File: config.mk
export PLATFORM = sky130hd
export DESIGN_NAME = ebrt_timer
export DESIGN_NICKNAME = d
export VERILOG_FILES = /design/src/rtl/ebrt_pkg.sv /design/src/rtl/ebrt_timer.sv /design/src/rtl/ebrt_sync.sv /design/src/rtl/ebrt_prescaler.sv
export SDC_FILE = /design/constraint.sdc
export NUM_CORES = 1
export LEC_CHECK = 0
export ABC_AREA = 1
export BUFFER_PORTS_ARGS = -buffer_cell sky130_fd_sc_hd__buf_2
export CAP_MARGIN = 25
export CORE_ASPECT_RATIO = 1.25
export CORE_MARGIN = 1
export CORE_UTILIZATION = 58
export CTS_CLUSTER_DIAMETER = 80
export DETAILED_ROUTE_END_ITERATION = 10
export GPL_TIMING_DRIVEN = 0
export PLACE_DENSITY = 0.83
export SETUP_SLACK_MARGIN = 0.3
export SYNTH_ARGS = -nofsm -noshare
export SYNTH_HDL_FRONTEND = slang
export SYNTH_SLANG_ARGS = --single-unit
File: constraint.sdc
create_clock -name core_clk -period 5.8 [get_ports core_clk]
set_input_delay 0.58 -clock core_clk [delete_from_list [all_inputs] [get_ports core_clk]]
set_output_delay 0.58 -clock core_clk [all_outputs]
set_load 0.02 [all_outputs]
File: src/rtl/ebrt_pkg.sv
// How it works
// - Enable bit gates counting on ticks.
// - Eight-bit counter steps once per tick.
// - Roll from full scale sets overflow flag.
// - Overflow flag stays until software clears.
// - Reload write waits for next overflow.
// - Reload always active while enabled.
// - Enabled overflow raises interrupt to vector.
// - Runs in green mode, never wakes.
// - Clock select picks divided or oscillator.
// - Prescale codes divide 128 down to 1.
// - Pulse enable hands pin to PWM while the run enable bit is set.
// - Mode register bit layout, reset zero.
// - Reload sets period, duty sets width.
// - High at start, low at duty match.
// - Disabling PWM restores GPIO, timer runs.
package ebrt_pkg;
	// ----------------------------------------
	// Register map (byte offsets on the plain port)
	// ----------------------------------------
	localparam logic [7:0] EBRT_MODE_ADDR = 8'hDC;
	localparam logic [7:0] EBRT_COUNT_ADDR = 8'hDD;
	localparam logic [7:0] EBRT_RELOAD_ADDR = 8'hDE;
	localparam logic [7:0] EBRT_DUTY_ADDR = 8'hEA;
	localparam logic [7:0] EBRT_STATUS_ADDR = 8'hE0;
	localparam logic [7:0] EBRT_CLEAR_ADDR = 8'hE1;
	localparam logic [7:0] EBRT_IRQEN_ADDR = 8'hE2;
	// ----------------------------------------
	// Fields
	// ----------------------------------------
	localparam int EBRT_ENABLE_BIT = 7;
	localparam int EBRT_RATE_LSB = 4;
	localparam int EBRT_CKSEL_BIT = 2;
	localparam int EBRT_PWMEN_BIT = 0;
	localparam logic [7:0] EBRT_MODE_MASK = 8'hF5;
	localparam int EBRT_OVF_BIT = 0;
	localparam logic [7:0] EBRT_RESET_VALUE = 8'h00;
	localparam logic [7:0] EBRT_FULL_SCALE = 8'hFF;
	localparam logic [7:0] EBRT_VECTOR = 8'h08;
	localparam int EBRT_PRESCALE_WIDTH = 7;
endpackage : ebrt_pkg

File: src/rtl/ebrt_timer.sv
// Decided for this implementation: the address-and-strobe port.
module ebrt_timer
	import ebrt_pkg::*;
(
	input wire logic core_clk,
	input wire logic reset,
	input wire logic cpu_tick_pin,
	input wire logic hosc_tick_pin,
	input wire logic green_mode,
	input wire logic [7:0] addr,
	input wire logic [7:0] wdata,
	input wire logic wr_en,
	input wire logic rd_en,
	output logic [7:0] rdata,
	input wire logic gpio_out,
	input wire logic gpio_oe,
	output logic shared_pulse_pin_out,
	output logic shared_pulse_pin_oe,
	output logic irq,
	output logic [7:0] irq_vector,
	output logic wake_req
);
	// ----------------------------------------
	// Registers and clock ticks
	// ----------------------------------------
	logic timer_run_enable_q;
	logic [2:0] prescale_select_q;
	logic clock_source_select_q;
	logic pulse_output_enable_q;
	logic [7:0] count_value_q;
	logic [7:0] reload_buffer_q;
	logic [7:0] reload_value_q;
	logic [7:0] duty_value_q;
	logic overflow_flag_q;
	logic overflow_interrupt_enable_q;
	logic pwm_level_q;
	logic cpu_tick;
	logic hosc_tick;
	logic div_tick;
	logic timer_tick;
	logic overflow;
	logic clear_ovf;

	ebrt_sync u_sync_cpu (
		.core_clk(core_clk),
		.reset(reset),
		.din(cpu_tick_pin),
		.dout(cpu_tick)
	);

	ebrt_sync u_sync_hosc (
		.core_clk(core_clk),
		.reset(reset),
		.din(hosc_tick_pin),
		.dout(hosc_tick)
	);

	ebrt_prescaler #(
		.WIDTH(EBRT_PRESCALE_WIDTH)
	) u_prescaler (
		.core_clk(core_clk),
		.reset(reset),
		.cpu_tick(cpu_tick),
		.rate(prescale_select_q),
		.tick(div_tick)
	);

	// The oscillator source ignores the prescaler setting entirely.
	assign timer_tick = timer_run_enable_q && (clock_source_select_q ? hosc_tick : div_tick);
	assign overflow = timer_tick && (count_value_q == EBRT_FULL_SCALE);
	assign clear_ovf = wr_en && (addr == EBRT_CLEAR_ADDR) && wdata[EBRT_OVF_BIT];

	// ----------------------------------------
	// Mode register
	// ----------------------------------------
	always_ff @(posedge core_clk or posedge reset) begin
		if (reset) begin
			timer_run_enable_q <= 1'b0;
			prescale_select_q <= 3'h0;
			clock_source_select_q <= 1'b0;
			pulse_output_enable_q <= 1'b0;
		end else if (wr_en && addr == EBRT_MODE_ADDR) begin
			timer_run_enable_q <= wdata[EBRT_ENABLE_BIT];
			prescale_select_q <= wdata[EBRT_RATE_LSB +: 3];
			clock_source_select_q <= wdata[EBRT_CKSEL_BIT];
			pulse_output_enable_q <= wdata[EBRT_PWMEN_BIT];
		end
	end

	// ----------------------------------------
	// Counter with automatic reload
	// ----------------------------------------
	// A software write to the counter loses to any same-cycle tick: at overflow the reload wins,
	// otherwise the increment wins, so the period stays correct.
	always_ff @(posedge core_clk or posedge reset) begin
		if (reset) begin
			count_value_q <= EBRT_RESET_VALUE;
		end else if (overflow) begin
			// The newest reload write must start the very next period, so load from the buffer.
			count_value_q <= reload_buffer_q;
		end else if (timer_tick) begin
			count_value_q <= count_value_q + 8'h01;
		end else if (wr_en && addr == EBRT_COUNT_ADDR) begin
			count_value_q <= wdata;
		end
	end

	// Double-buffered reload: while stopped a write lands directly so the first period is right.
	always_ff @(posedge core_clk or posedge reset) begin
		if (reset) begin
			reload_buffer_q <= EBRT_RESET_VALUE;
			reload_value_q <= EBRT_RESET_VALUE;
		end else begin
			if (wr_en && addr == EBRT_RELOAD_ADDR) begin
				reload_buffer_q <= wdata;
				if (!timer_run_enable_q) begin
					reload_value_q <= wdata;
				end
			end
			if (overflow) begin
				reload_value_q <= reload_buffer_q;
			end
		end
	end

	always_ff @(posedge core_clk or posedge reset) begin
		if (reset) begin
			duty_value_q <= EBRT_RESET_VALUE;
		end else if (wr_en && addr == EBRT_DUTY_ADDR) begin
			duty_value_q <= wdata;
		end
	end

	// ----------------------------------------
	// Overflow flag and interrupt
	// ----------------------------------------
	always_ff @(posedge core_clk or posedge reset) begin
		if (reset) begin
			overflow_flag_q <= 1'b0;
		end else if (overflow) begin
			overflow_flag_q <= 1'b1;
		end else if (clear_ovf) begin
			overflow_flag_q <= 1'b0;
		end
	end

	always_ff @(posedge core_clk or posedge reset) begin
		if (reset) begin
			overflow_interrupt_enable_q <= 1'b0;
		end else if (wr_en && addr == EBRT_IRQEN_ADDR) begin
			overflow_interrupt_enable_q <= wdata[EBRT_OVF_BIT];
		end
	end

	always_ff @(posedge core_clk or posedge reset) begin
		if (reset) begin
			irq <= 1'b0;
			irq_vector <= 8'h00;
			wake_req <= 1'b0;
		end else begin
			irq <= overflow_interrupt_enable_q && (overflow_flag_q || overflow);
			irq_vector <= EBRT_VECTOR;
			wake_req <= 1'b0;
		end
	end

	// ----------------------------------------
	// PWM and shared pin
	// ----------------------------------------
	// Green mode does not gate anything here; the timer keeps running and never wakes.
	always_ff @(posedge core_clk or posedge reset) begin
		if (reset) begin
			pwm_level_q <= 1'b1;
		end else if (overflow) begin
			pwm_level_q <= 1'b1;
		end else if (timer_tick && (count_value_q + 8'h01) == duty_value_q) begin
			pwm_level_q <= 1'b0;
		end
	end

	always_ff @(posedge core_clk or posedge reset) begin
		if (reset) begin
			shared_pulse_pin_out <= 1'b0;
			shared_pulse_pin_oe <= 1'b0;
		end else if (pulse_output_enable_q && timer_run_enable_q) begin
			shared_pulse_pin_out <= pwm_level_q;
			shared_pulse_pin_oe <= 1'b1;
		end else begin
			shared_pulse_pin_out <= gpio_out;
			shared_pulse_pin_oe <= gpio_oe;
		end
	end

	// ----------------------------------------
	// Read port
	// ----------------------------------------
	always_ff @(posedge core_clk or posedge reset) begin
		if (reset) begin
			rdata <= 8'h00;
		end else if (rd_en) begin
			case (addr)
				EBRT_MODE_ADDR: rdata <= {timer_run_enable_q, prescale_select_q, 1'b0,
					clock_source_select_q, 1'b0, pulse_output_enable_q};
				EBRT_COUNT_ADDR: rdata <= count_value_q;
				EBRT_DUTY_ADDR: rdata <= duty_value_q;
				EBRT_STATUS_ADDR: rdata <= {7'h00, overflow_flag_q};
				EBRT_IRQEN_ADDR: rdata <= {7'h00, overflow_interrupt_enable_q};
				default: rdata <= 8'h00;
			endcase
		end else begin
			rdata <= 8'h00;
		end
	end
endmodule : ebrt_timer

File: src/rtl/ebrt_sync.sv
module ebrt_sync
	import ebrt_pkg::*;
(
	input wire logic core_clk,
	input wire logic reset,
	input wire logic din,
	output logic dout
);
	logic meta_q;

	always_ff @(posedge core_clk or posedge reset) begin
		if (reset) begin
			meta_q <= 1'b0;
			dout <= 1'b0;
		end else begin
			meta_q <= din;
			dout <= meta_q;
		end
	end
endmodule : ebrt_sync

File: src/rtl/ebrt_prescaler.sv
// Free-running divider of the instruction clock strobe; one tick per selected division.
module ebrt_prescaler
	import ebrt_pkg::*;
#(
	parameter int WIDTH = EBRT_PRESCALE_WIDTH
) (
	input wire logic core_clk,
	input wire logic reset,
	input wire logic cpu_tick,
	input wire logic [2:0] rate,
	output logic tick
);
	logic [WIDTH-1:0] div_q;
	logic [WIDTH-1:0] mask;

	initial begin
		if (WIDTH != 7) $error("prescaler must be 7 bits for a 128 divide");
	end

	// Code 000 divides by 128, code 111 by 1.
	assign mask = WIDTH'((8'h80 >> rate) - 8'h01);

	always_ff @(posedge core_clk or posedge reset) begin
		if (reset) begin
			div_q <= '0;
		end else if (cpu_tick) begin
			div_q <= div_q + 1'b1;
		end
	end

	assign tick = cpu_tick && ((div_q & mask) == mask);
endmodule : ebrt_prescaler

==> results of run 1 <==
-- logic make-up after synthesis --
family / after synthesis / share of synthesized area (%)
buffers and inverters: 87 / 12.5
AO/OA/AOI/OAI: 45 / 7.92
adder cells (fa/ha/maj): 3 / 1.19
XOR/XNOR: 9 / 2.51
multiplexers: 2 / 0.717
flip-flops: 56 / 44.6
AND/OR/NAND/NOR: 215 / 30.3
other: 2 / 0.239
-- per-stage QoR --
stage | cells | worst slack [ns] | hold WS (ns)
6_report | 532 | 3.66 | 0.288
5_1_grt | 532 | 3.46 | 0.329
4_1_cts | 532 | 3.66 | 0.298
3_5_place_dp | 524 | 3.68 | 0.338
3_3_place_gp | 523 | 3.20 | 0.332
2_1_floorplan | 426 | 3.85 | 0.331
-- final cells by class --
type	instances	area share (%)
plain buffers	18	3.66
clock buffers	5	1.93
clock inverters	3	1.30
inverters	69	7.42
multi-input cells	283	38.6
flip-flops and latches	56	39.4
well taps	62	2.18
repair buffers	36	5.49
-- report_power, final --
group	internal (mW)	total [mW]	switching [mW]	leakage, nW
Sequential	0.427	0.459	0.0321	0.740
Clock	0.130	0.263	0.132	0.0548
Combinational	0.0632	0.157	0.0941	1.12
-- layout by cell type (no fill, tap or decap), types with 5 or more instances in the layout --
cell and instances:
a21oi_1 8, buf_2 37, buf_4 10, clkbuf_8 5
conb_1 9, dfrtp_1 55, inv_1 53, inv_2 12
nand2_1 124, nand3_1 39, nand4_1 14, nor2_1 24
o21ai_1 29, o22ai_1 5, xor2_1 7
-- worst register-to-register path: stages (launching register included) --
cell and delay (ns):
dfrtp_1 0.39, buf_6 0.14, inv_2 0.07, nand3_1 0.07, ha_1 0.28, nor2_1 0.04
nor2_1 0.10, nand3_1 0.10, nor2_2 0.13, nand2_2 0.08, nand2_4 0.13, nand2_4 0.13
o21ai_4 0.17, inv_4 0.10, nand2_1 0.07, nand2_1 0.06
-- cells in the mapped netlist --
cell type  instances  area (µm²)
inv_4              2        12.5
conb_1             2        7.51
inv_1             54         203
a21oi_1            8        40.0
xnor2_1            2        17.5
dfrtp_1           55        1380
nand3_1           39         195
nor2_2             4        25.0
buf_2              2        10.0
clkinv_1           2        7.51
nand2_4            2        22.5
mux2_1             2        22.5
nand3b_1           1        7.51
xor2_1             7        61.3
nand3_4            1        17.5
nor3_2             1        10.0
or2_2              1        6.26
buf_6              3        33.8
clkbuf_1           3        11.3
o31ai_1            1        7.51
buf_4             10        75.1
o21ai_4            1        16.3
o22ai_1            5        31.3
nor2_1            24        90.1
o21ai_1           29         145
nor3_1             1        5.00
nor4_1             1        6.26
dfstp_2            1        26.3
o2111ai_1          1        8.76
ha_1               3        37.5
nand2_2            2        12.5
inv_2             11        41.3
nand2_1          124         465
nand4_1           14        87.6
-- state kept, by name (all words and copies together) (netlist names), 3 cells and up --
register and cells:
u_prescaler.div_q 7, reload_buffer_q 8, prescale_select_q 3, rdata 8
count_value_q 8, duty_value_q 8
-- routing by layer --
| metal | routed length [µm] | global-route usage, % | vias up |
|---|---|---|---|
| met5 | 0 | 0 | - |
| met4 | 93 | 8.33 | 0 |
| met3 | 251 | 4.48 | 8 |
| met2 | 3610 | 46.4 | 65 |
| met1 | 3090 | 34.3 | 1255 |
| li1 | - | - | 1409 |
-- worst max path at each step --
stage	startpoint	endpoint	slack [ns]	depth (start not counted)
after global routing	prescale_select_q[0]	count_value_q[0]	3.46	15
after CTS	prescale_select_q[0]	count_value_q[2]	3.66	15
final	prescale_select_q[0]	count_value_q[2]	3.66	15
after detailed placement	prescale_select_q[0]	count_value_q[2]	3.68	15
after floorplan	reset	clock_source_select_q	3.85	1
after global placement	reset	irq	3.20	2
==> metrics.txt, run 1 <==
status=complete, no violations; Starting Density=61.0%; worst-path fanout max=9; first-pass GRT wire length=11700 µm; Crit. End Element=register; Slew Limit Fails=0; Total Neg Setup Slack=0 ns; FILL cells=473; CP max stage delay=0.39 ns; Syn Inst Count=419; Total Routing Usage GR=27.1%; Synth Area per Inst=7.50 µm²; CP startpoint kind=register; worst reg2reg setup slack=3.66 ns; Finished Cell Area=3560 µm²; sequential cell area=1400 µm²; ANT nets after route=0; Worst path slowest cell=dfrtp_1; Crit Path Category=register to register; min Tclk post-route=2.14 ns; LEAKAGE=1.91 nW; Worst Max-Slew Pin Slew=0.540 ns; pin count of the biggest net entering global routing=34; final core utilization=69.0%; post-CTS setup buffer count=0; family with the most delay on the worst path=simple AND/OR/NAND/NOR gates; Die Wd=67.8 µm; Final Setup Violations=0; placed cell area=3440 µm²; worst-path cell chain=buf_6 -> inv_2 -> nand3_1 -> ha_1 -> nor2_1 -> nor2_1 -> nand3_1 -> nor2_2 -> nand2_2 -> nand2_4 -> nand2_4 -> o21ai_4 -> inv_4 -> nand2_1 -> nand2_1; CTS tree=built; cts repair resizes=0; CTS max path bufs=2; Core Area=5150 µm²; post-layout net count=497; vias in the first global route=2602; area occupied by multi-input gates=1370 µm²; total global routing overflow=0; pwr dens=247 nW/µm²; VDD IR max=0.131 mV; Worst Path Required=6.00 ns; Residual DRC=0; routed vias/inst=5.14; DIE HEIGHT=84.3 µm; distinct cell type count after synthesis=34; Clk Latency, worst-skew pair=0.32 ns; post-synthesis sequential area ratio=44.6%; Fmax achieved=466 MHz; PortBufs=35; WP buf/inv=3; worst min path class=primary input to asynchronous set/reset pin; Max transition margin=63.9%; WL/cell=13.2 µm; clock root cell=clkbuf_8; clk sinks=56; reg2reg path depth=15; via count=2737; Area Overhead vs Synth=13.2%; initial antenna violation count=0; RSZ-0062 raised after global routing=false; fraction of final layout cells sized beyond drive strength 1=18.3%; Setup Skew=0.0133 ns; Fin. Hold Viols=0; Pre-Repair DR Iteration Count=6; clk slew on worst S/H paths=0.11 ns; post-route total power=0.879 mW; Final Wtd Congestion=0.932; # hold bufs at CTS=0; hpwl dp=5490 µm; # diodes=0; depth of the CTS H-tree=2; row count=29; Max-cap violations=0; Ports=45; initial DRC count=159; Die Area=5720 µm²; Syn. warnings=0; CP arrival=2.35 ns; Tcrit/Tclk final=37.0%; Synth Cell Area=3140 µm²; routed wire length=7040 µm; CTS Buf Count=5; FF-to-FF End=count_value_q[2]; Synth Register Bits=56; reg2reg start=prescale_select_q[0]
Note: power is estimated with default switching activity, not from simulation.
==> inputs of run 2 (changes only) <==
Settings changed: CORE_UTILIZATION 58 to 57, PLACE_DENSITY 0.83 to 0.81.
Clock period 5.8 ns to 2 ns, I/O delays scaled along.
==> metrics.txt, run 2 (synthesis gave the netlist of run 1 again) <==
routed wire length=7220 µm; post-route total power=2.44 mW; initial antenna violation count=0; Setup Skew=0.0160 ns; Fmax achieved=501 MHz; Tcrit/Tclk final=99.8%; Starting Density=60.6%; Final Setup Violations=0; sequential cell area=1400 µm²; WP buf/inv=3; FILL cells=443; first-pass GRT wire length=11800 µm; Clk Latency, worst-skew pair=0.31 ns; post-layout net count=506; worst-path cell chain=buf_6 -> inv_4 -> nand3_4 -> ha_4 -> nor2_2 -> nor2_1 -> nand3_1 -> nor2_2 -> nand2_2 -> nand2_4 -> nand2_8 -> o21ai_4 -> inv_4 -> nand2_1 -> nand2_1; Pre-Repair DR Iteration Count=5; status=complete, no violations; Core Area=5190 µm²; most frequent cells in the layout=nand2_1, dfrtp_1, inv_1; Residual DRC=0; clk sinks=56; Area Overhead vs Synth=16.8%; Inst Count DP=524; initial DRC count=240; Max-cap violations=0; vias in the first global route=2588; clock root cell=clkbuf_8; fraction of final layout cells sized beyond drive strength 1=20.9%; hpwl dp=5260 µm; CP max stage delay=0.39 ns; fin worst setup slack=0.00481 ns; WL/cell=13.3 µm; # diodes=0; non-filler instance count after layout=541; final core utilization=70.7%; worst reg2reg setup slack=0.005 ns; Die Area=5820 µm²; commonest non-fill, non-tap cell in the layout=nand2_1; Crit Path Category=register to register; PortBufs=35; CTS max path bufs=2; CP arrival=2.20 ns; Slew Limit Fails=0; Total Neg Setup Slack=0 ns; LEAKAGE=1.94 nW; Final Wtd Congestion=0.906; Fin. Hold Viols=0; DIE HEIGHT=85.0 µm; area occupied by multi-input gates=1440 µm²; ANT nets after route=0; pin count of the biggest net entering global routing=36; pwr dens=665 nW/µm²; Max transition margin=63.2%; total global routing overflow=0; row count=29; Worst path slowest cell=dfrtp_1; worst-path fanout max=8; RSZ-0062 raised after global routing=true; placed cell area=3470 µm²; clk slew on worst S/H paths=0.11 ns; Total Routing Usage GR=27.0%; CP startpoint kind=register; Crit. End Element=register; via count=2823; routed vias/inst=5.22; CTS Buf Count=5; depth of the CTS H-tree=2; worst slack at placement=-0.0692 ns; Worst Max-Slew Pin Slew=0.553 ns; Finished Cell Area=3670 µm²; Ports=45; VDD IR max=0.375 mV; min Tclk post-route=2.00 ns; Worst Path Required=2.20 ns; WHS=0.0678 ns; Die Wd=68.4 µm; CTS tree=built; worst min path class=primary input to register; family with the most delay on the worst path=simple AND/OR/NAND/NOR gates
## run 2: worst min-delay path: cells and delay by family
kind,cells,cell delay [ns]
buffers and inverters,2,0.10
AND/OR/NAND/NOR,1,0.05
## run 2: timing repair
item,in CTS,in global routing
setup endpoints to repair,11,11
gates cloned,2,0
setup buffers,4,0
hold buffers,3,0
pin swaps,5,2
endpoints found under the hold margin,23,0
gates resized for setup,6,2
## run 2: report_power, final
group          internal (mW)  switching [mW]  total, mW
Sequential              1.24          0.0998       1.34
Clock                  0.250           0.377      0.627
Combinational          0.194           0.280      0.474
## run 2: final cells by class
| class | instances | share of cell area (%) |
|---|---|---|
| clock buffer | 5 | 1.88 |
| tap | 62 | 2.11 |
| inverter | 69 | 7.26 |
| buffer | 18 | 3.65 |
| sequential | 56 | 38.2 |
| multi-input combinational | 285 | 39.3 |
| timing repair buffer | 43 | 6.96 |
| clock inverter | 3 | 0.580 |
## run 2: path summary, 6_finish.rpt
path	start	cells past startpoint	to
max	prescale_select_q[0]	15	count_value_q[0]
min	gpio_oe	3	shared_pulse_pin_oe
max reg2reg	prescale_select_q[0]	15	count_value_q[0]
min reg2reg	u_sync_cpu.meta_q	0	u_sync_cpu.dout
max in group asynchronous	reset	4	pwm_level_q
min in group asynchronous	reset	3	reload_buffer_q[7]
## run 2: routing by layer
metal	part of all wire [%]	global-route usage [%]	wire length (µm)	vias up
met5	0	0	0	-
met3	5.4	4.30	391	17
met2	50	43.4	3610	91
li1	-	-	-	1422
met4	2.2	9.28	159	0
met1	42	36.5	3060	1293
